[src/ddc_ctrl_pkg.sv]
`default_nettype none
package ddc_ctrl_pkg;
  localparam int SAMPLE_W = 16;
  localparam int ADDR_W = 12;
  localparam logic [9:0] IDX_PIN_CHOICE = 10'h00f;
  localparam logic [9:0] IDX_OSC_CHOICE = 10'h010;
  localparam logic [9:0] IDX_RESET_POLICY = 10'h011;
  localparam logic [9:0] IDX_BAND0_GAIN = 10'h014;
  localparam logic [9:0] IDX_BAND1_GAIN = 10'h016;
  localparam logic [9:0] IDX_LATENCY = 10'h01e;
  localparam logic [9:0] IDX_WIDE_GAIN = 10'h01f;
  localparam int OSC_CHOICE_LSB = 0;
  localparam int POLICY_LSB = 0;
  localparam int GAIN_BIT = 0;
  localparam int PIN_CHOICE_BIT = 0;
  localparam int LATENCY_LSB = 4;
  localparam logic [1:0] OSC_CHOICE_RESET = 2'h0;
  localparam logic [1:0] POLICY_RESET = 2'h0;
  localparam logic [2:0] LATENCY_RESET = 3'h5;
  localparam logic [1:0] CHOICE_OSC1 = 2'h0;
  localparam logic [1:0] CHOICE_OSC2 = 2'h1;
  localparam logic [1:0] CHOICE_OSC3 = 2'h2;
  localparam logic [1:0] POLICY_EVERY = 2'h0;
  localparam logic [1:0] POLICY_RESYNC_ONE = 2'h1;
  localparam logic [1:0] POLICY_RESYNC_TWO = 2'h2;
  localparam logic [1:0] POLICY_START_ONLY = 2'h3;
  localparam logic [1:0] RESYNC_ONE_COUNT = 2'h1;
  localparam logic [1:0] RESYNC_TWO_COUNT = 2'h2;
  localparam logic [7:0] LATENCY_DEC_24_32 = 8'h10;
  localparam logic [7:0] LATENCY_DEC_16_20 = 8'h20;
  localparam logic [7:0] LATENCY_DEC_6_12 = 8'h40;
  localparam logic [7:0] LATENCY_DEC_4_10 = 8'h50;
  localparam logic [1:0] RESP_OKAY = 2'h0;
  localparam logic [1:0] RESP_SLVERR = 2'h2;
endpackage
`default_nettype wire

[src/gain_doubler.sv]
`default_nettype none
module gain_doubler #(
  parameter int W = 16
) (
  input wire logic clk_sys,
  input wire logic reset,
  input wire logic double_en,
  input wire logic signed [W-1:0] sample_in,
  output logic signed [W:0] sample_out
);
  // One extra bit keeps the doubled value exact instead of saturating.
  always_ff @(posedge clk_sys) begin
    if (reset) begin
      sample_out <= '0;
    end else if (double_en) begin
      sample_out <= {sample_in, 1'b0};
    end else begin
      sample_out <= {sample_in[W-1], sample_in};
    end
  end

  gain_double_a: assert property (@(posedge clk_sys) disable iff (reset)
    double_en |=> sample_out == $past(sample_in) * 2)
    else $error("Doubled sample is wrong.");
  // The reset term stops the attempt at the releasing edge from comparing with the cleared output.
  gain_pass_a: assert property (@(posedge clk_sys) disable iff (reset)
    !reset && !double_en |=> sample_out == $past(sample_in))
    else $error("Unscaled sample is wrong.");
endmodule
`default_nettype wire

[src/reset_policy.sv]
`default_nettype none
module reset_policy (
  input wire logic clk_sys,
  input wire logic reset,
  input wire logic [1:0] policy,
  input wire logic ddc_start,
  input wire logic lmfc_event,
  input wire logic divider_resync,
  output logic dsp_reset
);
  logic [1:0] pending_reg;
  logic [1:0] pending_next;
  logic take;

  // A start arms one event; a resync arms one or two depending on policy.
  always_comb begin
    take = 1'b0;
    pending_next = pending_reg;
    case (policy)
      ddc_ctrl_pkg::POLICY_EVERY: begin
        take = lmfc_event;
      end
      ddc_ctrl_pkg::POLICY_RESYNC_ONE,
      ddc_ctrl_pkg::POLICY_RESYNC_TWO: begin
        take = lmfc_event && pending_reg != 2'h0;
        if (take) begin
          pending_next = pending_reg - 2'h1;
        end
        if (ddc_start) begin
          pending_next = ddc_ctrl_pkg::RESYNC_ONE_COUNT;
        end else if (divider_resync) begin
          pending_next = (policy == ddc_ctrl_pkg::POLICY_RESYNC_TWO) ?
            ddc_ctrl_pkg::RESYNC_TWO_COUNT : ddc_ctrl_pkg::RESYNC_ONE_COUNT;
        end
      end
      ddc_ctrl_pkg::POLICY_START_ONLY: begin
        take = ddc_start;
      end
      default: begin
        take = 1'b0;
      end
    endcase
  end

  always_ff @(posedge clk_sys) begin
    if (reset) begin
      pending_reg <= 2'h0;
    end else begin
      pending_reg <= pending_next;
    end
  end

  always_ff @(posedge clk_sys) begin
    if (reset) begin
      dsp_reset <= 1'b0;
    end else begin
      dsp_reset <= take;
    end
  end

  every_event_a: assert property (@(posedge clk_sys) disable iff (reset)
    policy == ddc_ctrl_pkg::POLICY_EVERY && lmfc_event |=> dsp_reset)
    else $error("Multiframe event did not reset.");
  start_only_a: assert property (@(posedge clk_sys) disable iff (reset)
    policy == ddc_ctrl_pkg::POLICY_START_ONLY |-> ##1 dsp_reset == $past(ddc_start))
    else $error("Start-only policy reset mismatch.");
  resync_two_a: assert property (@(posedge clk_sys) disable iff (reset)
    policy == ddc_ctrl_pkg::POLICY_RESYNC_TWO && divider_resync && !ddc_start
    |=> pending_reg == ddc_ctrl_pkg::RESYNC_TWO_COUNT)
    else $error("Resync did not arm two events.");
endmodule
`default_nettype wire

[src/downconverter_control_regs.sv]
`default_nettype none
module downconverter_control_regs (
  input wire logic clk_sys,
  input wire logic reset,
  input wire logic awvalid,
  output logic awready,
  input wire logic [11:0] awaddr,
  input wire logic wvalid,
  output logic wready,
  input wire logic [31:0] wdata,
  input wire logic [3:0] wstrb,
  output logic bvalid,
  input wire logic bready,
  output logic [1:0] bresp,
  input wire logic arvalid,
  output logic arready,
  input wire logic [11:0] araddr,
  output logic rvalid,
  input wire logic rready,
  output logic [31:0] rdata,
  output logic [1:0] rresp,
  input wire logic [15:0] osc1_word,
  input wire logic [15:0] osc2_word,
  input wire logic [15:0] osc3_word,
  input wire logic [1:0] gpio_osc_choice,
  output logic [15:0] band1_osc_word,
  input wire logic ddc_start,
  input wire logic lmfc_event,
  input wire logic divider_resync,
  output logic dsp_reset,
  input wire logic signed [15:0] band0_in,
  input wire logic signed [15:0] band1_in,
  input wire logic signed [15:0] wide_in,
  output logic signed [16:0] band0_out,
  output logic signed [16:0] band1_out,
  output logic signed [16:0] wide_out,
  output logic [2:0] fixed_latency
);
  localparam int NPATH = 3;

  logic pin_choice_reg;
  logic [1:0] osc_choice_reg;
  logic [1:0] policy_reg;
  logic band0_gain_reg;
  logic band1_gain_reg;
  logic wide_gain_reg;
  logic [2:0] latency_reg;

  logic aw_held_reg;
  logic w_held_reg;
  logic [9:0] aw_index_reg;
  logic [7:0] w_byte_reg;
  logic w_lane_reg;
  logic do_write;
  logic write_hit;
  logic [9:0] ar_index;
  logic read_hit;
  logic [7:0] read_byte;
  logic [1:0] eff_choice;

  // Write address and data are each held until the other arrives.
  assign awready = !aw_held_reg && !bvalid;
  assign wready = !w_held_reg && !bvalid;
  assign arready = !rvalid;
  assign do_write = aw_held_reg && w_held_reg && !bvalid;

  always_ff @(posedge clk_sys) begin
    if (reset) begin
      aw_held_reg <= 1'b0;
      aw_index_reg <= 10'h000;
    end else if (awvalid && awready) begin
      aw_held_reg <= 1'b1;
      aw_index_reg <= awaddr[11:2];
    end else if (do_write) begin
      aw_held_reg <= 1'b0;
    end
  end

  always_ff @(posedge clk_sys) begin
    if (reset) begin
      w_held_reg <= 1'b0;
      w_byte_reg <= 8'h00;
      w_lane_reg <= 1'b0;
    end else if (wvalid && wready) begin
      w_held_reg <= 1'b1;
      w_byte_reg <= wdata[7:0];
      w_lane_reg <= wstrb[0];
    end else if (do_write) begin
      w_held_reg <= 1'b0;
    end
  end

  always_comb begin
    case (aw_index_reg)
      ddc_ctrl_pkg::IDX_PIN_CHOICE,
      ddc_ctrl_pkg::IDX_OSC_CHOICE,
      ddc_ctrl_pkg::IDX_RESET_POLICY,
      ddc_ctrl_pkg::IDX_BAND0_GAIN,
      ddc_ctrl_pkg::IDX_BAND1_GAIN,
      ddc_ctrl_pkg::IDX_LATENCY,
      ddc_ctrl_pkg::IDX_WIDE_GAIN: write_hit = 1'b1;
      default: write_hit = 1'b0;
    endcase
  end

  always_ff @(posedge clk_sys) begin
    if (reset) begin
      bvalid <= 1'b0;
      bresp <= ddc_ctrl_pkg::RESP_OKAY;
    end else if (do_write) begin
      bvalid <= 1'b1;
      bresp <= write_hit ? ddc_ctrl_pkg::RESP_OKAY : ddc_ctrl_pkg::RESP_SLVERR;
    end else if (bready) begin
      bvalid <= 1'b0;
    end
  end

  // Only the defined field bits are stored, so reserved bits have no effect.
  always_ff @(posedge clk_sys) begin
    if (reset) begin
      pin_choice_reg <= 1'b0;
      osc_choice_reg <= ddc_ctrl_pkg::OSC_CHOICE_RESET;
      policy_reg <= ddc_ctrl_pkg::POLICY_RESET;
      band0_gain_reg <= 1'b0;
      band1_gain_reg <= 1'b0;
      wide_gain_reg <= 1'b0;
      latency_reg <= ddc_ctrl_pkg::LATENCY_RESET;
    end else if (do_write && w_lane_reg) begin
      case (aw_index_reg)
        ddc_ctrl_pkg::IDX_PIN_CHOICE: begin
          pin_choice_reg <= w_byte_reg[ddc_ctrl_pkg::PIN_CHOICE_BIT];
        end
        ddc_ctrl_pkg::IDX_OSC_CHOICE: begin
          osc_choice_reg <= w_byte_reg[ddc_ctrl_pkg::OSC_CHOICE_LSB +: 2];
        end
        ddc_ctrl_pkg::IDX_RESET_POLICY: begin
          policy_reg <= w_byte_reg[ddc_ctrl_pkg::POLICY_LSB +: 2];
        end
        ddc_ctrl_pkg::IDX_BAND0_GAIN: begin
          band0_gain_reg <= w_byte_reg[ddc_ctrl_pkg::GAIN_BIT];
        end
        ddc_ctrl_pkg::IDX_BAND1_GAIN: begin
          band1_gain_reg <= w_byte_reg[ddc_ctrl_pkg::GAIN_BIT];
        end
        ddc_ctrl_pkg::IDX_LATENCY: begin
          latency_reg <= w_byte_reg[ddc_ctrl_pkg::LATENCY_LSB +: 3];
        end
        ddc_ctrl_pkg::IDX_WIDE_GAIN: begin
          wide_gain_reg <= w_byte_reg[ddc_ctrl_pkg::GAIN_BIT];
        end
        default: begin
          latency_reg <= latency_reg;
        end
      endcase
    end
  end

  assign ar_index = araddr[11:2];

  always_comb begin
    read_hit = 1'b1;
    read_byte = 8'h00;
    case (ar_index)
      ddc_ctrl_pkg::IDX_PIN_CHOICE: read_byte[ddc_ctrl_pkg::PIN_CHOICE_BIT] = pin_choice_reg;
      ddc_ctrl_pkg::IDX_OSC_CHOICE: read_byte[ddc_ctrl_pkg::OSC_CHOICE_LSB +: 2] = osc_choice_reg;
      ddc_ctrl_pkg::IDX_RESET_POLICY: read_byte[ddc_ctrl_pkg::POLICY_LSB +: 2] = policy_reg;
      ddc_ctrl_pkg::IDX_BAND0_GAIN: read_byte[ddc_ctrl_pkg::GAIN_BIT] = band0_gain_reg;
      ddc_ctrl_pkg::IDX_BAND1_GAIN: read_byte[ddc_ctrl_pkg::GAIN_BIT] = band1_gain_reg;
      ddc_ctrl_pkg::IDX_LATENCY: read_byte[ddc_ctrl_pkg::LATENCY_LSB +: 3] = latency_reg;
      ddc_ctrl_pkg::IDX_WIDE_GAIN: read_byte[ddc_ctrl_pkg::GAIN_BIT] = wide_gain_reg;
      default: read_hit = 1'b0;
    endcase
  end

  always_ff @(posedge clk_sys) begin
    if (reset) begin
      rvalid <= 1'b0;
      rdata <= 32'h0000_0000;
      rresp <= ddc_ctrl_pkg::RESP_OKAY;
    end else if (arvalid && arready) begin
      rvalid <= 1'b1;
      rdata <= {24'h00_0000, read_byte};
      rresp <= read_hit ? ddc_ctrl_pkg::RESP_OKAY : ddc_ctrl_pkg::RESP_SLVERR;
    end else if (rready) begin
      rvalid <= 1'b0;
    end
  end

  // Pin choice bypasses the register field entirely.
  assign eff_choice = pin_choice_reg ? gpio_osc_choice : osc_choice_reg;

  always_ff @(posedge clk_sys) begin
    if (reset) begin
      band1_osc_word <= 16'h0000;
    end else begin
      case (eff_choice)
        ddc_ctrl_pkg::CHOICE_OSC1: band1_osc_word <= osc1_word;
        ddc_ctrl_pkg::CHOICE_OSC2: band1_osc_word <= osc2_word;
        ddc_ctrl_pkg::CHOICE_OSC3: band1_osc_word <= osc3_word;
        default: band1_osc_word <= osc1_word;
      endcase
    end
  end

  assign fixed_latency = latency_reg;

  reset_policy u_reset_policy (
    .clk_sys(clk_sys),
    .reset(reset),
    .policy(policy_reg),
    .ddc_start(ddc_start),
    .lmfc_event(lmfc_event),
    .divider_resync(divider_resync),
    .dsp_reset(dsp_reset)
  );

  logic signed [15:0] path_in [NPATH];
  logic signed [16:0] path_out [NPATH];
  logic path_en [NPATH];

  assign path_in[0] = band0_in;
  assign path_in[1] = band1_in;
  assign path_in[2] = wide_in;
  // The wideband path sees only its own bit, never the band bits.
  assign path_en[0] = band0_gain_reg;
  assign path_en[1] = band1_gain_reg;
  assign path_en[2] = wide_gain_reg;
  assign band0_out = path_out[0];
  assign band1_out = path_out[1];
  assign wide_out = path_out[2];

  for (genvar i = 0; i < NPATH; i++) begin : g_path
    gain_doubler #(.W(ddc_ctrl_pkg::SAMPLE_W)) u_gain (
      .clk_sys(clk_sys),
      .reset(reset),
      .double_en(path_en[i]),
      .sample_in(path_in[i]),
      .sample_out(path_out[i])
    );
  end

  bvalid_hold_a: assert property (@(posedge clk_sys) disable iff (reset)
    bvalid && !bready |=> bvalid && $stable(bresp))
    else $error("Write response dropped early.");

  rvalid_hold_a: assert property (@(posedge clk_sys) disable iff (reset)
    rvalid && !rready |=> rvalid && $stable(rdata))
    else $error("Read data dropped early.");

  latency_reset_a: assert property (@(posedge clk_sys)
    reset |=> fixed_latency == 3'h5)
    else $error("Latency field reset value wrong.");

  osc_register_a: assert property (@(posedge clk_sys) disable iff (reset)
    !pin_choice_reg && osc_choice_reg == 2'h1 |=> band1_osc_word == $past(osc2_word))
    else $error("Register choice 01 did not pick oscillator_2.");

  osc_pins_a: assert property (@(posedge clk_sys) disable iff (reset)
    pin_choice_reg && gpio_osc_choice == 2'h2 |=> band1_osc_word == $past(osc3_word))
    else $error("Pin choice 10 did not pick oscillator_3.");

  osc_undefined_a: assert property (@(posedge clk_sys) disable iff (reset)
    eff_choice == 2'h3 |=> band1_osc_word == $past(osc1_word))
    else $error("Choice 11 did not pick oscillator_1.");

  wide_isolation_a: assert property (@(posedge clk_sys) disable iff (reset)
    !wide_gain_reg && (band0_gain_reg || band1_gain_reg) |=> wide_out == $past(wide_in))
    else $error("Band gain leaked into wideband path.");

  write_latency_a: assert property (@(posedge clk_sys) disable iff (reset)
    do_write && w_lane_reg && aw_index_reg == 10'h01e |=> fixed_latency == $past(w_byte_reg[6:4]))
    else $error("Latency write not applied.");

  write_error_a: assert property (@(posedge clk_sys) disable iff (reset)
    do_write && !write_hit |=> bvalid && bresp == ddc_ctrl_pkg::RESP_SLVERR)
    else $error("Unmapped write not refused.");

  read_error_a: assert property (@(posedge clk_sys) disable iff (reset)
    arvalid && arready && !read_hit |=> rvalid && rresp == ddc_ctrl_pkg::RESP_SLVERR)
    else $error("Unmapped read not refused.");

  read_reserved_a: assert property (@(posedge clk_sys) disable iff (reset)
    rvalid |-> rdata[31:8] == 24'h00_0000)
    else $error("Reserved read bits not zero.");

  osc_first_a: assert property (@(posedge clk_sys) disable iff (reset)
    !reset && !pin_choice_reg && osc_choice_reg == 2'h0 |=> band1_osc_word == $past(osc1_word))
    else $error("Register choice 00 did not pick oscillator_1.");

  osc_third_a: assert property (@(posedge clk_sys) disable iff (reset)
    !reset && !pin_choice_reg && osc_choice_reg == 2'h2 |=> band1_osc_word == $past(osc3_word))
    else $error("Register choice 10 did not pick oscillator_3.");

  band0_gain_a: assert property (@(posedge clk_sys) disable iff (reset)
    band0_gain_reg |=> band0_out == $past(band0_in) * 2)
    else $error("First band output not doubled.");

  wide_gain_a: assert property (@(posedge clk_sys) disable iff (reset)
    wide_gain_reg |=> wide_out == $past(wide_in) * 2)
    else $error("Wideband output not doubled.");

endmodule
`default_nettype wire

[config.mk]
export PLATFORM = sky130hd
export DESIGN_NAME = downconverter_control_regs
export DESIGN_NICKNAME = d
export VERILOG_FILES = /design/src/ddc_ctrl_pkg.sv /design/src/gain_doubler.sv /design/src/reset_policy.sv /design/src/downconverter_control_regs.sv
export SDC_FILE = /design/constraint.sdc
export NUM_CORES = 1
export LEC_CHECK = 0
export BUFFER_PORTS_ARGS = -buffer_cell sky130_fd_sc_hd__buf_2
export CAP_MARGIN = 10
export CORE_ASPECT_RATIO = 0.75
export CORE_MARGIN = 3
export CORE_UTILIZATION = 45
export CTS_CLUSTER_DIAMETER = 150
export DETAILED_ROUTE_END_ITERATION = 10
export PLACE_DENSITY = 0.85
export SETUP_SLACK_MARGIN = 0.02
export SYNTH_ARGS = -nofsm -noshare
export SYNTH_HDL_FRONTEND = slang
export SYNTH_SLANG_ARGS = --single-unit
[constraint.sdc]
create_clock -name clk_sys -period 3.6 [get_ports clk_sys]
set_clock_uncertainty 0.2 [all_clocks]
set_input_delay 0.18 -clock clk_sys [delete_from_list [all_inputs] [get_ports clk_sys]]
set_output_delay 0.18 -clock clk_sys [all_outputs]
set_load 0.01 [all_outputs]
Yosys cells after proc, flatten, opt, wreduce, memory -nomap -nowiden
Cells that the tools add are included.
{"block": "word_totals", "register_bits": 112, "in_bits": 168, "output_inout_bits": 112, "word_cells": 104}
{"block": "classes", "add_sub_neg": 1, "n_eq_ne": 19, "mux": 24, "n_reduce_logical": 34}
{"operator": "10-bit by 5-bit == test with 1-bit output (second input constant)", "count": 12}
{"operator": "16-bit 2-to-1 mux", "count": 3}
{"operator": "16-bit one-hot mux with 2 select lines", "count": 1}
{"operator": "10-bit by 4-bit == test with 1-bit output (second input constant)", "count": 2}
{"operator": "2-bit AND reduction", "count": 8}
{"operator": "2-bit 2-to-1 mux", "count": 7}
{"operator": "7-bit OR reduction", "count": 2}
{"operator": "2-bit nonzero test", "count": 5}
{"operator": "1-bit logical AND", "count": 9}
{"operator": "1-bit 2-to-1 mux", "count": 9}
{"operator": "2-bit OR reduction", "count": 4}
{"operator": "2-bit == test (second input constant)", "count": 3}
{"operator": "1-bit one-hot mux with 6 select lines", "count": 1}
{"operator": "2-bit by 1-bit == test with 1-bit output (second input constant)", "count": 2}
{"operator": "1-bit zero test", "count": 4}
{"operator": "3-bit 2-to-1 mux", "count": 1}
{"operator": "1-bit one-hot mux with 3 select lines", "count": 1}
{"operator": "3-bit nonzero test", "count": 1}
{"operator": "2-bit zero test", "count": 1}
{"operator": "1-bit one-hot mux with 2 select lines", "count": 1}
{"operator": "2-bit by 1-bit subtractor with 2-bit output (second input constant)", "count": 1}

Depth between registers and ports, before layout
Gate-level depths: netlist (run 1).
{"block": "depth", "word_depth": 5, "depth_mapped": 9, "ltp_nobuf": 7}

Cells and area by module
A second synthesis (run 1) with hierarchy kept.
{"block": "hier_totals", "hier_cells": 509, "area_unflattened_um2": 4725.8}
{"module": "downconverter_control_regs", "instances": 1, "cells_each": 323, "area_each_um2": 2673.8, "seq_area_each_um2": 1081.0}
{"module": "gain_doubler", "instances": 3, "cells_each": 53, "area_each_um2": 601.8, "seq_area_each_um2": 340.3}
{"module": "reset_policy", "instances": 1, "cells_each": 27, "area_each_um2": 246.5, "seq_area_each_um2": 60.1}

Least setup slack after synthesis (run 1)
No wires, ideal clock.
{"block": "synth_path", "path_type": "reg-to-reg", "from": "register pin_choice_reg", "to": "register band1_osc_word[13]", "setup_time_ps": 128, "t_arrival_ps": 1525, "required_time_ps": 3272, "path_slack_ps": 1748, "path_stages_with_launch": 10, "path_buffers": 2, "synth_period_minus_slack_ps": 1852, "cell_sequence": "dfxtp_1 > mux2i_1 > inv_1 > ha_1 > clkbuf_1 > buf_2 > a22oi_1 > nor2_1 > a21oi_1 > nor2_1"}
{"block": "synth_via", "elab_chain_cells": 3, "elab_cells_between_ends": 4, "classes_between": "2 x eq/ne; 2 x mux"}
{"item": "from (decl)", "line": "downconverter_control_regs.sv:41", "text": "logic pin_choice_reg;"}
{"item": "from (signal assigned)", "line": "downconverter_control_regs.sv:131", "text": "pin_choice_reg <= w_byte_reg[ddc_ctrl_pkg::PIN_CHOICE_BIT];"}
{"item": "2-bit 2-to-1 mux *", "line": "downconverter_control_regs.sv:190", "text": "assign eff_choice = pin_choice_reg ? gpio_osc_choice : osc_choice_reg;"}
{"item": "2-bit == test or 2-bit by 1-bit == test with 1-bit output (tied branches)", "line": "downconverter_control_regs.sv:196", "text": "case (eff_choice)"}
{"item": "16-bit one-hot mux with 2 select lines *", "line": "downconverter_control_regs.sv:196"}
{"item": "to (signal assigned)", "line": "downconverter_control_regs.sv:197", "text": "ddc_ctrl_pkg::CHOICE_OSC1: band1_osc_word <= osc1_word;"}
{"item": "to (signal assigned)", "line": "downconverter_control_regs.sv:198", "text": "ddc_ctrl_pkg::CHOICE_OSC2: band1_osc_word <= osc2_word;"}
{"item": "to (signal assigned)", "line": "downconverter_control_regs.sv:199", "text": "ddc_ctrl_pkg::CHOICE_OSC3: band1_osc_word <= osc3_word;"}
{"item": "to (decl)", "line": "downconverter_control_regs.sv:26", "text": "output logic [15:0] band1_osc_word,"}
Every way passes the cells marked *; elsewhere a longest branch is shown, timed or not.
A chain may end at the register's enable or synchronous reset.

Worst setup path after layout (run 1)
{"block": "layout_path", "from": "register pin_choice_reg", "to": "register band1_osc_word[0]"}
Same word-level chain as after synthesis.

==> results.yml, run 1 <==
outcome:
  result_of_the_run: "finished, final reports clean"
placed_design:
  postPlaceCellArea_um2: 5634
  portBuffers: 216
  routabilityCongestion: 0.7906
  placed_cells_incl_taps: 823
  hpwl_um: 9462
  post-place-ws_ns: 1.205
timing:
  max_slew_violation_count: 0
  slew_headroom: 0.2609
  post-route-worst-setup-slack_ns: 0.5730
  min_period_over_period: 0.8408
  setup-violations-final: 0
  grt_setup_unrepaired: "no"
  finalHoldViolCount: 0
  post_route_setup_tns_ns: 0
  fmax_ghz: 0.3304
  timing_worst_slew_pin_value_ns: 1.109
  post-route-min-period_ns: 3.027
cts:
  clock_tree.root_cell: "sky130_fd_sc_hd__clkbuf_16"
  cts-htree-levels: 3
  numCtsBuffers: 9
  postCtsResizedCells: 0
  postCtsSetupRepairBufs: 0
  cts.reportedPaths.clkPinSlew_ns: 0.07
  worstSkewPairLatency_ns: 0.34
  cts_tree: "yes"
  number_of_sinks_on_the_clock_net: 108
  clk_path_buf_depth: 2
cells_and_area:
  post_route_cells_drive_above_1_share: 0.2967
  instances_no_fill: 952
  final_design_area_no_fill_um2: 7049
  max_reg_flops: 51
  fin_nets: 989
  synthToLayoutAreaGrowth_pct: 52.31
setup_path:
  worstSetupPathType: "flip-flop to flip-flop"
  worst-path-max-fanout: 32
  start_kind: "flip-flop"
  ordered_cell_list_for_the_critical_path: "mux2i_1 -> inv_1 -> ha_1 -> nor2_1 -> a21oi_1 -> dlygate4sd3_1 -> nor2_1"
  critPathArrivalTime_ns: 3.00
  rrSetupSlack_ns: 0.57
  crit_buf_inv: 2
  most_frequent_cell_on_the_critical_path: "sky130_fd_sc_hd__nor2_1"
  crit_slowest_cell: "sky130_fd_sc_hd__ha_1"
  cpPeakStageDelay_ns: 0.91
  required_arrival_time_at_the_worst_endpoint_ns: 3.57
  critPathCaptureType: "flip-flop"
  cell_class_contributing_the_biggest_share_of_worst_path_delay: "adder cells"
global_routing:
  met2_global_route_usage: 0.4720
  grt_busiest_layer: "met2"
  gr-total-overflow: 0
  grt_pass1_wl_um: 23520
  via_count_of_the_first_global_routing_pass: 4899
  globalRouteTotalUtil: 0.2583
  antenna_found_initial: 0
  grt.met3_usage: 0.08007
  grt.met1_usage: 0.2845
  grt_start_max_net_pins: 114
die:
  core.rowCount: 31
  floorplan.io_pins: 280
  coreArea_um2: 9852
  initial_cell_density_of_the_core: 0.4698
  chipHeight_um: 93.83
  fp.dieW_um: 123.1
  dieArea_um2: 11550
drt:
  totalWireLength_um: 15660
  total_number_of_vias: 4821
  drtIter0Drc: 291
  drt_first_pass_iters: 6
  post_route_ant_nets: 0
  vias_per_cell: 5.064
  drc_errors: 0
  drt-wirelength-per-cell_um: 16.45
yosys:
  synthesis.yosys.warnings: 0
  mapped_cells: 503
  yosys.cell_types.count: 45
  synth.cells.most_frequent: "sky130_fd_sc_hd__dfxtp_1 (108), sky130_fd_sc_hd__nor2_1 (103), sky130_fd_sc_hd__mux2i_1 (66), sky130_fd_sc_hd__a21oi_1 (34), sky130_fd_sc_hd__buf_4 (29)"
  synth_largest_area_cell: "sky130_fd_sc_hd__dfxtp_1"
  number_of_enable_type_register_cells_in_the_synthesized_netlist: 0
  yosys_register_bits: 108
  netlist.area_leader.share: 0.4672
  synthesis.area_um2: 4628
  ys_async_sr_fraction: 0
  synth.yosys.seq_area_share: 0.4672
  synthesis.area_per_instance_um2: 9.201
  most_frequent_cell_after_synthesis: "sky130_fd_sc_hd__dfxtp_1"
  dominantRegCellSynth: "sky130_fd_sc_hd__dfxtp_1"
  ys_top_cells_by_area: "sky130_fd_sc_hd__dfxtp_1 (47%), sky130_fd_sc_hd__mux2i_1 (14%), sky130_fd_sc_hd__nor2_1 (8.4%)"
hold_path:
  hold_class: "input port to flip-flop"
pwr:
  total_power_mw: 2.642
  ir_drop_mv: 0.3161
  power_per_cell_area_nw_per_um2: 374.7
  p_leak_nw: 3.161
job:
  timing.max_cap.violations: 0
[power by group]
group / internal, mW / total [mW] / switching [mW]
registers: 1.25 / 1.28 / 0.0300
clock network: 0.481 / 0.945 / 0.464
logic: 0.216 / 0.414 / 0.199
total: 1.95 / 2.64 / 0.693
[area by class of cell]
cell class | count | area (um^2)
antenna | 1 | 2.502
clock buffer | 9 | 225.2
clock inverter | 6 | 56.30
fill | 679 | 2803
inverter | 9 | 33.78
multi-input combinational | 357 | 2182
sequential | 108 | 2162
tap | 132 | 165.2
timing repair buffer | 330 | 2222
[tightest hold or removal path: cells and delay by family]
kind / cells / cell delay, ns
compound gates: 2 / 0.11
buf+inv: 1 / 0.08
simple gates: 2 / 0.17
[per-layer routing]
layer | vias to the layer above | share of wire
li1 | 2277 | -
met1 | 2241 | 0.38
met2 | 261 | 0.51
met3 | 42 | 0.086
met4 | 0 | 0.026
met5 | - | 0
[cell usage in the layout, fill, tap and decap left out, types with 3 or more instances in the layout]
| cell type | Yosys | layout |
|---|---|---|
| sky130_fd_sc_hd__conb_1 | 1 | 29 |
| sky130_fd_sc_hd__nand3b_1 | 5 | 5 |
| sky130_fd_sc_hd__mux2i_1 | 66 | 66 |
| sky130_fd_sc_hd__a22oi_1 | 19 | 19 |
| sky130_fd_sc_hd__ha_1 | 6 | 6 |
| sky130_fd_sc_hd__clkbuf_16 | 0 | 9 |
| sky130_fd_sc_hd__nand2_1 | 26 | 26 |
| sky130_fd_sc_hd__a21oi_1 | 34 | 34 |
| sky130_fd_sc_hd__a211oi_1 | 3 | 3 |
| sky130_fd_sc_hd__nand2b_1 | 10 | 10 |
| sky130_fd_sc_hd__nor2b_1 | 6 | 6 |
| sky130_fd_sc_hd__nor3b_1 | 4 | 4 |
| sky130_fd_sc_hd__dfxtp_1 | 108 | 108 |
| sky130_fd_sc_hd__dlygate4sd3_1 | 0 | 113 |
| sky130_fd_sc_hd__o21ai_0 | 5 | 5 |
| sky130_fd_sc_hd__nand4_1 | 5 | 5 |
| sky130_fd_sc_hd__and2_1 | 3 | 3 |
| sky130_fd_sc_hd__buf_2 | 10 | 215 |
| sky130_fd_sc_hd__nor2_1 | 103 | 103 |
| sky130_fd_sc_hd__inv_1 | 9 | 9 |
| sky130_fd_sc_hd__nand3_1 | 3 | 3 |
[through the flow]
step                utilization  hold WS [ns]
floorplan                     -       0.07902
global route             0.7153       0.05745
detailed placement       0.5719        0.1746
global placement         0.5719        0.1639
CTS                      0.7153      0.009333
finish                   0.7155       0.02154
[cell families (layout without fill, tap and decap cells)]
logic type / count (synthesis) / in the layout / synth area share
other cells: 1 / 30 / 0.0008103
buf+inv: 66 / 354 / 0.08408
flops: 108 / 108 / 0.4672
simple gates: 186 / 186 / 0.1957
fa+ha+maj: 6 / 6 / 0.01622
compound gates: 70 / 70 / 0.09327
mux: 66 / 66 / 0.1427
[timing repair]
| action | 4_1_cts | 5_1_grt |
|---|---|---|
| hold buffers | 113 | 0 |
| hold endpoints to repair | 87 | 0 |
| setup endpoints to repair | 0 | 0 |
[path summary, 6_finish.rpt]
path | end | cells past startpoint | startpoint
max | band1_osc_word[0] | 7 | pin_choice_reg
min | band1_osc_word[7] | 5 | osc3_word[7]
max reg2reg | band1_osc_word[0] | 7 | pin_choice_reg
min reg2reg | u_reset_policy.pending_reg[1] | 2 | u_reset_policy.pending_reg[1]
Note: power is estimated with default switching activity, not from simulation.
==> inputs of run 2 (changes only) <==
--- a/config.mk
+++ b/config.mk
@@ -9,10 +9,10 @@
 export CAP_MARGIN = 10
 export CORE_ASPECT_RATIO = 0.75
 export CORE_MARGIN = 3
-export CORE_UTILIZATION = 45
+export CORE_UTILIZATION = 43
 export CTS_CLUSTER_DIAMETER = 150
 export DETAILED_ROUTE_END_ITERATION = 10
-export PLACE_DENSITY = 0.85
+export PLACE_DENSITY = 0.82
 export SETUP_SLACK_MARGIN = 0.02
 export SYNTH_ARGS = -nofsm -noshare
 export SYNTH_HDL_FRONTEND = slang
==> constraint.sdc (replaced) <==
create_clock -name clk_sys -period 3.1 [get_ports clk_sys]
set_clock_uncertainty 0.2 [all_clocks]
set_input_delay 0.155 -clock clk_sys [delete_from_list [all_inputs] [get_ports clk_sys]]
set_output_delay 0.155 -clock clk_sys [all_outputs]
set_load 0.01 [all_outputs]
==> results.yml, run 2 (synthesis results as in run 1) <==
outcome:
  result_of_the_run: "finished, final reports clean"
cts:
  cts-htree-levels: 3
  cts.reportedPaths.clkPinSlew_ns: 0.07
  clk_path_buf_depth: 2
  clock_tree.root_cell: "sky130_fd_sc_hd__clkbuf_16"
  worstSkewPairLatency_ns: 0.34
  postCtsSetupRepairBufs: 0
  cts_tree: "yes"
  numCtsBuffers: 9
  number_of_sinks_on_the_clock_net: 108
cells_and_area:
  most-common-layout-cells: "sky130_fd_sc_hd__buf_2 (215), sky130_fd_sc_hd__dlygate4sd3_1 (118), sky130_fd_sc_hd__dfxtp_1 (108)"
  final_common_cell: "sky130_fd_sc_hd__buf_2"
  synthToLayoutAreaGrowth_pct: 54.31
  fin_nets: 997
  final_design_area_no_fill_um2: 7142
  post_route_cells_drive_above_1_share: 0.2995
  multi_input_area_um2: 2185
  ff_latch_area_um2: 2162
  number_of_inserted_filler_cells_in_the_final_layout: 740
  max_reg_flops: 51
  insertedDiodeCount: 0
drt:
  vias_per_cell: 5.074
  drt_first_pass_iters: 5
  post_route_ant_nets: 0
  drc_errors: 0
  total_number_of_vias: 4891
  totalWireLength_um: 15560
  drt-wirelength-per-cell_um: 16.14
  drtIter0Drc: 206
placed_design:
  postPlaceCellArea_um2: 5662
  hpwl_um: 9423
  routabilityCongestion: 0.8869
  portBuffers: 216
global_routing:
  gr-total-overflow: 0
  grt_start_max_net_pins: 89
  via_count_of_the_first_global_routing_pass: 4853
  grt_pass1_wl_um: 23360
  globalRouteTotalUtil: 0.2416
  antenna_found_initial: 0
timing:
  post_route_setup_tns_ns: 0
  fmax_ghz: 0.3653
  min_period_over_period: 0.8831
  finalHoldViolCount: 0
  slew_headroom: 0.4291
  grt_setup_unrepaired: "no"
  post-route-min-period_ns: 2.738
  setup-violations-final: 0
  timing_worst_slew_pin_value_ns: 0.8563
  max_slew_violation_count: 0
setup_path:
  crit_slowest_cell: "sky130_fd_sc_hd__ha_2"
  reg2reg_from: "pin_choice_reg"
  worstSetupPathType: "flip-flop to flip-flop"
  most_frequent_cell_on_the_critical_path: "sky130_fd_sc_hd__nor2_1"
  critPathCaptureType: "flip-flop"
  ff2ff_path_depth: 7
  required_arrival_time_at_the_worst_endpoint_ns: 3.09
  cpPeakStageDelay_ns: 0.68
  rrSetupSlack_ns: 0.36
  ordered_cell_list_for_the_critical_path: "mux2i_1 -> inv_1 -> ha_2 -> nor2_1 -> a21oi_1 -> dlygate4sd3_1 -> nor2_1"
  critPathArrivalTime_ns: 2.73
  worstReg2RegEnd: "band1_osc_word[14]"
  worst-path-max-fanout: 32
  start_kind: "flip-flop"
die:
  core.rowCount: 32
  fp.dieW_um: 125.8
  initial_cell_density_of_the_core: 0.4463
  chipHeight_um: 95.85
  floorplan.io_pins: 280
  coreArea_um2: 10370
  dieArea_um2: 12060
pwr:
  cellInternalPower_mw: 2.309
  share_clk_of_total_power: 0.361
  power_per_cell_area_nw_per_um2: 432.9
  combPwrFrac: 0.158
  share_seq_of_total_power: 0.481
  power.share.switching: 0.2531
  p_leak_nw: 3.201
  ir_drop_mv: 0.2625
  p_sw_mw: 0.7824
hold_path:
  worst_hold_path.endpoint: "band1_osc_word[9]"
  hold_class: "input port to flip-flop"
  min_from: "osc3_word[9]"
  min_delay_path_depth: 5
job:
  timing.max_cap.violations: 0
[run 2: cell types whose count changed in the layout (fill, tap and decap cells not counted), sizes merged]
cell         delta
dlygate4sd3     +5
buf             +3
clkbuf          +2
clkinv          -1
clkinvlp        +1
diode           -1
inv             -1
[run 2: worst max-delay path by stage]
stage	from	endpoint	slack (ns)	cells past startpoint
after floorplan	pin_choice_reg	band1_osc_word[13]	1.25	9
after global placement	pin_choice_reg	band1_osc_word[9]	0.84	6
after detailed placement	pin_choice_reg	band1_osc_word[11]	0.77	6
after CTS	pin_choice_reg	band1_osc_word[11]	0.24	7
after global routing	pin_choice_reg	band1_osc_word[14]	0.26	7
final	pin_choice_reg	band1_osc_word[14]	0.36	7
[run 2: critical path: cells and delay by family (launching register included)]
kind,cells,cell delay [ns]
multiplexers,1,0.26
AO/OA/AOI/OAI,1,0.17
AND/OR/NAND/NOR,2,0.16
buffers and inverters,2,0.67
adder cells (fa/ha/maj),1,0.68
flip-flops,1,0.45
[run 2: final cells by class]
cell class,count,share of cell area
tap,136,0.02383
clock buffer,11,0.03539
multi-input combinational,357,0.3059
sequential,108,0.3027
timing repair buffer,338,0.3213
inverter,9,0.004730
clock inverter,5,0.006132
[run 2: per-stage QoR]
stage                     setup slack (ns)  std cells  hold slack [ns]  utilization  power (mW)
after floorplan                      1.248        531          0.05402            -       1.716
after global placement              0.8428        830           0.1382       0.5460       1.854
after detailed placement            0.7668        830           0.1476       0.5460       1.868
after CTS                           0.2443        964         0.001963       0.6885       3.109
after global routing                0.2626        964          0.06616       0.6887       3.225
final                               0.3624        964          0.03319       0.6887       3.091
[run 2: per-layer routing]
layer  vias up  wire length (um)  GRT usage  part of all wire
li1       2288                 -          -                 -
met1      2282              5695     0.2568              0.37
met2       270              8158     0.4577              0.52
met3        51              1214    0.06988             0.078
met4         0               492    0.09554             0.032
met5         -                 0          0                 0
[run 2: timing repair]
action / in CTS / in global routing
setup endpoints to repair: 0 / 4
hold buffers: 118 / 0
endpoints found under the hold margin: 87 / 0
resized for setup: 0 / 1
[run 2: power by group through the flow]
stage / Combinational [mW] / Clock, mW / Sequential (mW)
2_1_floorplan: 0.177 / 0 / 1.54
3_5_place_dp: 0.352 / 0 / 1.52
3_3_place_gp: 0.340 / 0 / 1.51
6_report: 0.490 / 1.11 / 1.49
5_1_grt: 0.529 / 1.20 / 1.49
4_1_cts: 0.468 / 1.16 / 1.48
==> inputs of run 3 (changes only) <==
--- a/config.mk
+++ b/config.mk
@@ -7,13 +7,13 @@
 export LEC_CHECK = 0
 export BUFFER_PORTS_ARGS = -buffer_cell sky130_fd_sc_hd__buf_2
 export CAP_MARGIN = 10
-export CORE_ASPECT_RATIO = 0.75
 export CORE_MARGIN = 3
 export CORE_UTILIZATION = 43
 export CTS_CLUSTER_DIAMETER = 150
 export DETAILED_ROUTE_END_ITERATION = 10
 export PLACE_DENSITY = 0.82
 export SETUP_SLACK_MARGIN = 0.02
+export SKIP_CTS_REPAIR_TIMING = 1
 export SYNTH_ARGS = -nofsm -noshare
 export SYNTH_HDL_FRONTEND = slang
 export SYNTH_SLANG_ARGS = --single-unit
==> results.yml, run 3 (synthesis results as in run 1) <==
outcome:
  result_of_the_run: "finished, violations left"
  failing_checks: "hold timing"
job:
  timing.max_cap.violations: 0
global_routing:
  grt_busiest_layer: "met2"
  via_count_of_the_first_global_routing_pass: 3905
  grt.met3_usage: 0.04580
  gr-total-overflow: 0
  met2_global_route_usage: 0.3413
  grt_start_max_net_pins: 84
  grt_pass1_wl_um: 17860
  antenna_found_initial: 1
  globalRouteTotalUtil: 0.1898
  grt.met1_usage: 0.2035
setup_path:
  required_arrival_time_at_the_worst_endpoint_ns: 3.12
  critPathArrivalTime_ns: 2.77
  critPathCaptureType: "flip-flop"
  start_kind: "flip-flop"
  worst-path-max-fanout: 16
  worstSetupPathType: "flip-flop to flip-flop"
placed_design:
  portBuffers: 216
  routabilityCongestion: 0.8143
  hpwl_um: 9648
timing:
  post_route_setup_tns_ns: 0
  fmax_ghz: 0.3630
  timing_worst_slew_pin_value_ns: 0.7911
  grt_setup_unrepaired: "no"
  finalHoldViolCount: 6
  max_slew_violation_count: 0
  finalHoldWorstSlack_ns: -0.01822
  setup-violations-final: 0
  slew_headroom: 0.4726
  min_period_over_period: 0.8888
  post-route-min-period_ns: 2.755
drt:
  drt-wirelength-per-cell_um: 16.84
  drc_errors: 0
  totalWireLength_um: 16150
  vias_per_cell: 5.019
  drtIter0Drc: 395
  total_number_of_vias: 4813
  drt_first_pass_iters: 5
  post_route_ant_nets: 0
cts:
  cts-htree-levels: 3
  numCtsBuffers: 9
  worstSkewPairLatency_ns: 0.36
  clock_tree.root_cell: "sky130_fd_sc_hd__clkbuf_8"
  cts.reportedPaths.clkPinSlew_ns: 0.10
  cts_tree: "yes"
  clk_path_buf_depth: 2
  number_of_sinks_on_the_clock_net: 108
pwr:
  total_power_mw: 2.927
  p_leak_nw: 3.140
  power_per_cell_area_nw_per_um2: 418.3
  ir_drop_mv: 0.2316
die:
  floorplan.io_pins: 280
  fp.dieW_um: 109.7
  initial_cell_density_of_the_core: 0.4443
  core.rowCount: 37
  chipHeight_um: 109.7
  coreArea_um2: 10420
  dieArea_um2: 12040
cells_and_area:
  fin_nets: 990
  final_common_cell: "sky130_fd_sc_hd__buf_2"
  max_reg_flops: 51
  synthToLayoutAreaGrowth_pct: 51.18
  number_of_inserted_filler_cells_in_the_final_layout: 748
  post_route_cells_drive_above_1_share: 0.3009
  most-common-layout-cells: "sky130_fd_sc_hd__buf_2 (215), sky130_fd_sc_hd__dlygate4sd3_1 (110), sky130_fd_sc_hd__dfxtp_1 (108)"
hold_path:
  hold_class: "input port to flip-flop"
[run 3: where the power goes]
part / internal, mW / switching (mW)
sequential: 1.45 / 0.0349
combinational: 0.249 / 0.237
clock: 0.463 / 0.488
total: 2.17 / 0.760
[run 3: critical path, cell delays in order, from the launching register on]
cell and delay, ns:
sky130_fd_sc_hd__dfxtp_1 0.46, sky130_fd_sc_hd__mux2i_1 0.42, sky130_fd_sc_hd__inv_1 0.08, sky130_fd_sc_hd__ha_1 0.41, sky130_fd_sc_hd__a22oi_1 0.26, sky130_fd_sc_hd__nor2_1 0.06
sky130_fd_sc_hd__a21oi_1 0.13, sky130_fd_sc_hd__dlygate4sd3_1 0.57, sky130_fd_sc_hd__nor2_1 0.04
[run 3: final cells by class]
cell class                 instances  area, um^2  share of cell area
inverter                           9       33.78            0.004828
clock buffer                      10       127.6             0.01824
tap                              136       170.2             0.02432
antenna                            2       5.005           0.0007153
clock inverter                     6       93.84             0.01341
timing repair buffer             331        2222              0.3176
multi-input combinational        357        2182              0.3119
sequential                       108        2162              0.3090
[run 3: worst paths after layout]
kind / startpoint / to / slack, ns / cells after the start
hold reg to reg: u_reset_policy.pending_reg[1] / u_reset_policy.pending_reg[1] / 0.26 / 2
setup reg to reg: pin_choice_reg / band1_osc_word[12] / 0.34 / 8
hold / removal: osc3_word[2] / band1_osc_word[2] / -0.02 / 5
setup / recovery: pin_choice_reg / band1_osc_word[12] / 0.34 / 8
[run 3: per-layer routing]
layer | wire length, um | part of all wire
met5 | 0 | 0
met2 | 8146 | 0.50
met1 | 5955 | 0.37
met3 | 1445 | 0.089
met4 | 599 | 0.037
[run 3: per-stage QoR]
stage	hold WS [ns]	cell area [um^2]	setup slack, ns	cells	util
after floorplan	0.05402	4733	1.248	531	-
after global placement	0.1448	5669	0.9184	831	0.5443
after detailed placement	0.1631	5669	0.8434	831	0.5443
after CTS	-0.2346	5891	0.8357	847	0.5655
after global routing	0.01042	6994	0.2069	958	0.6715
final	-0.01822	6997	0.3448	959	0.6717
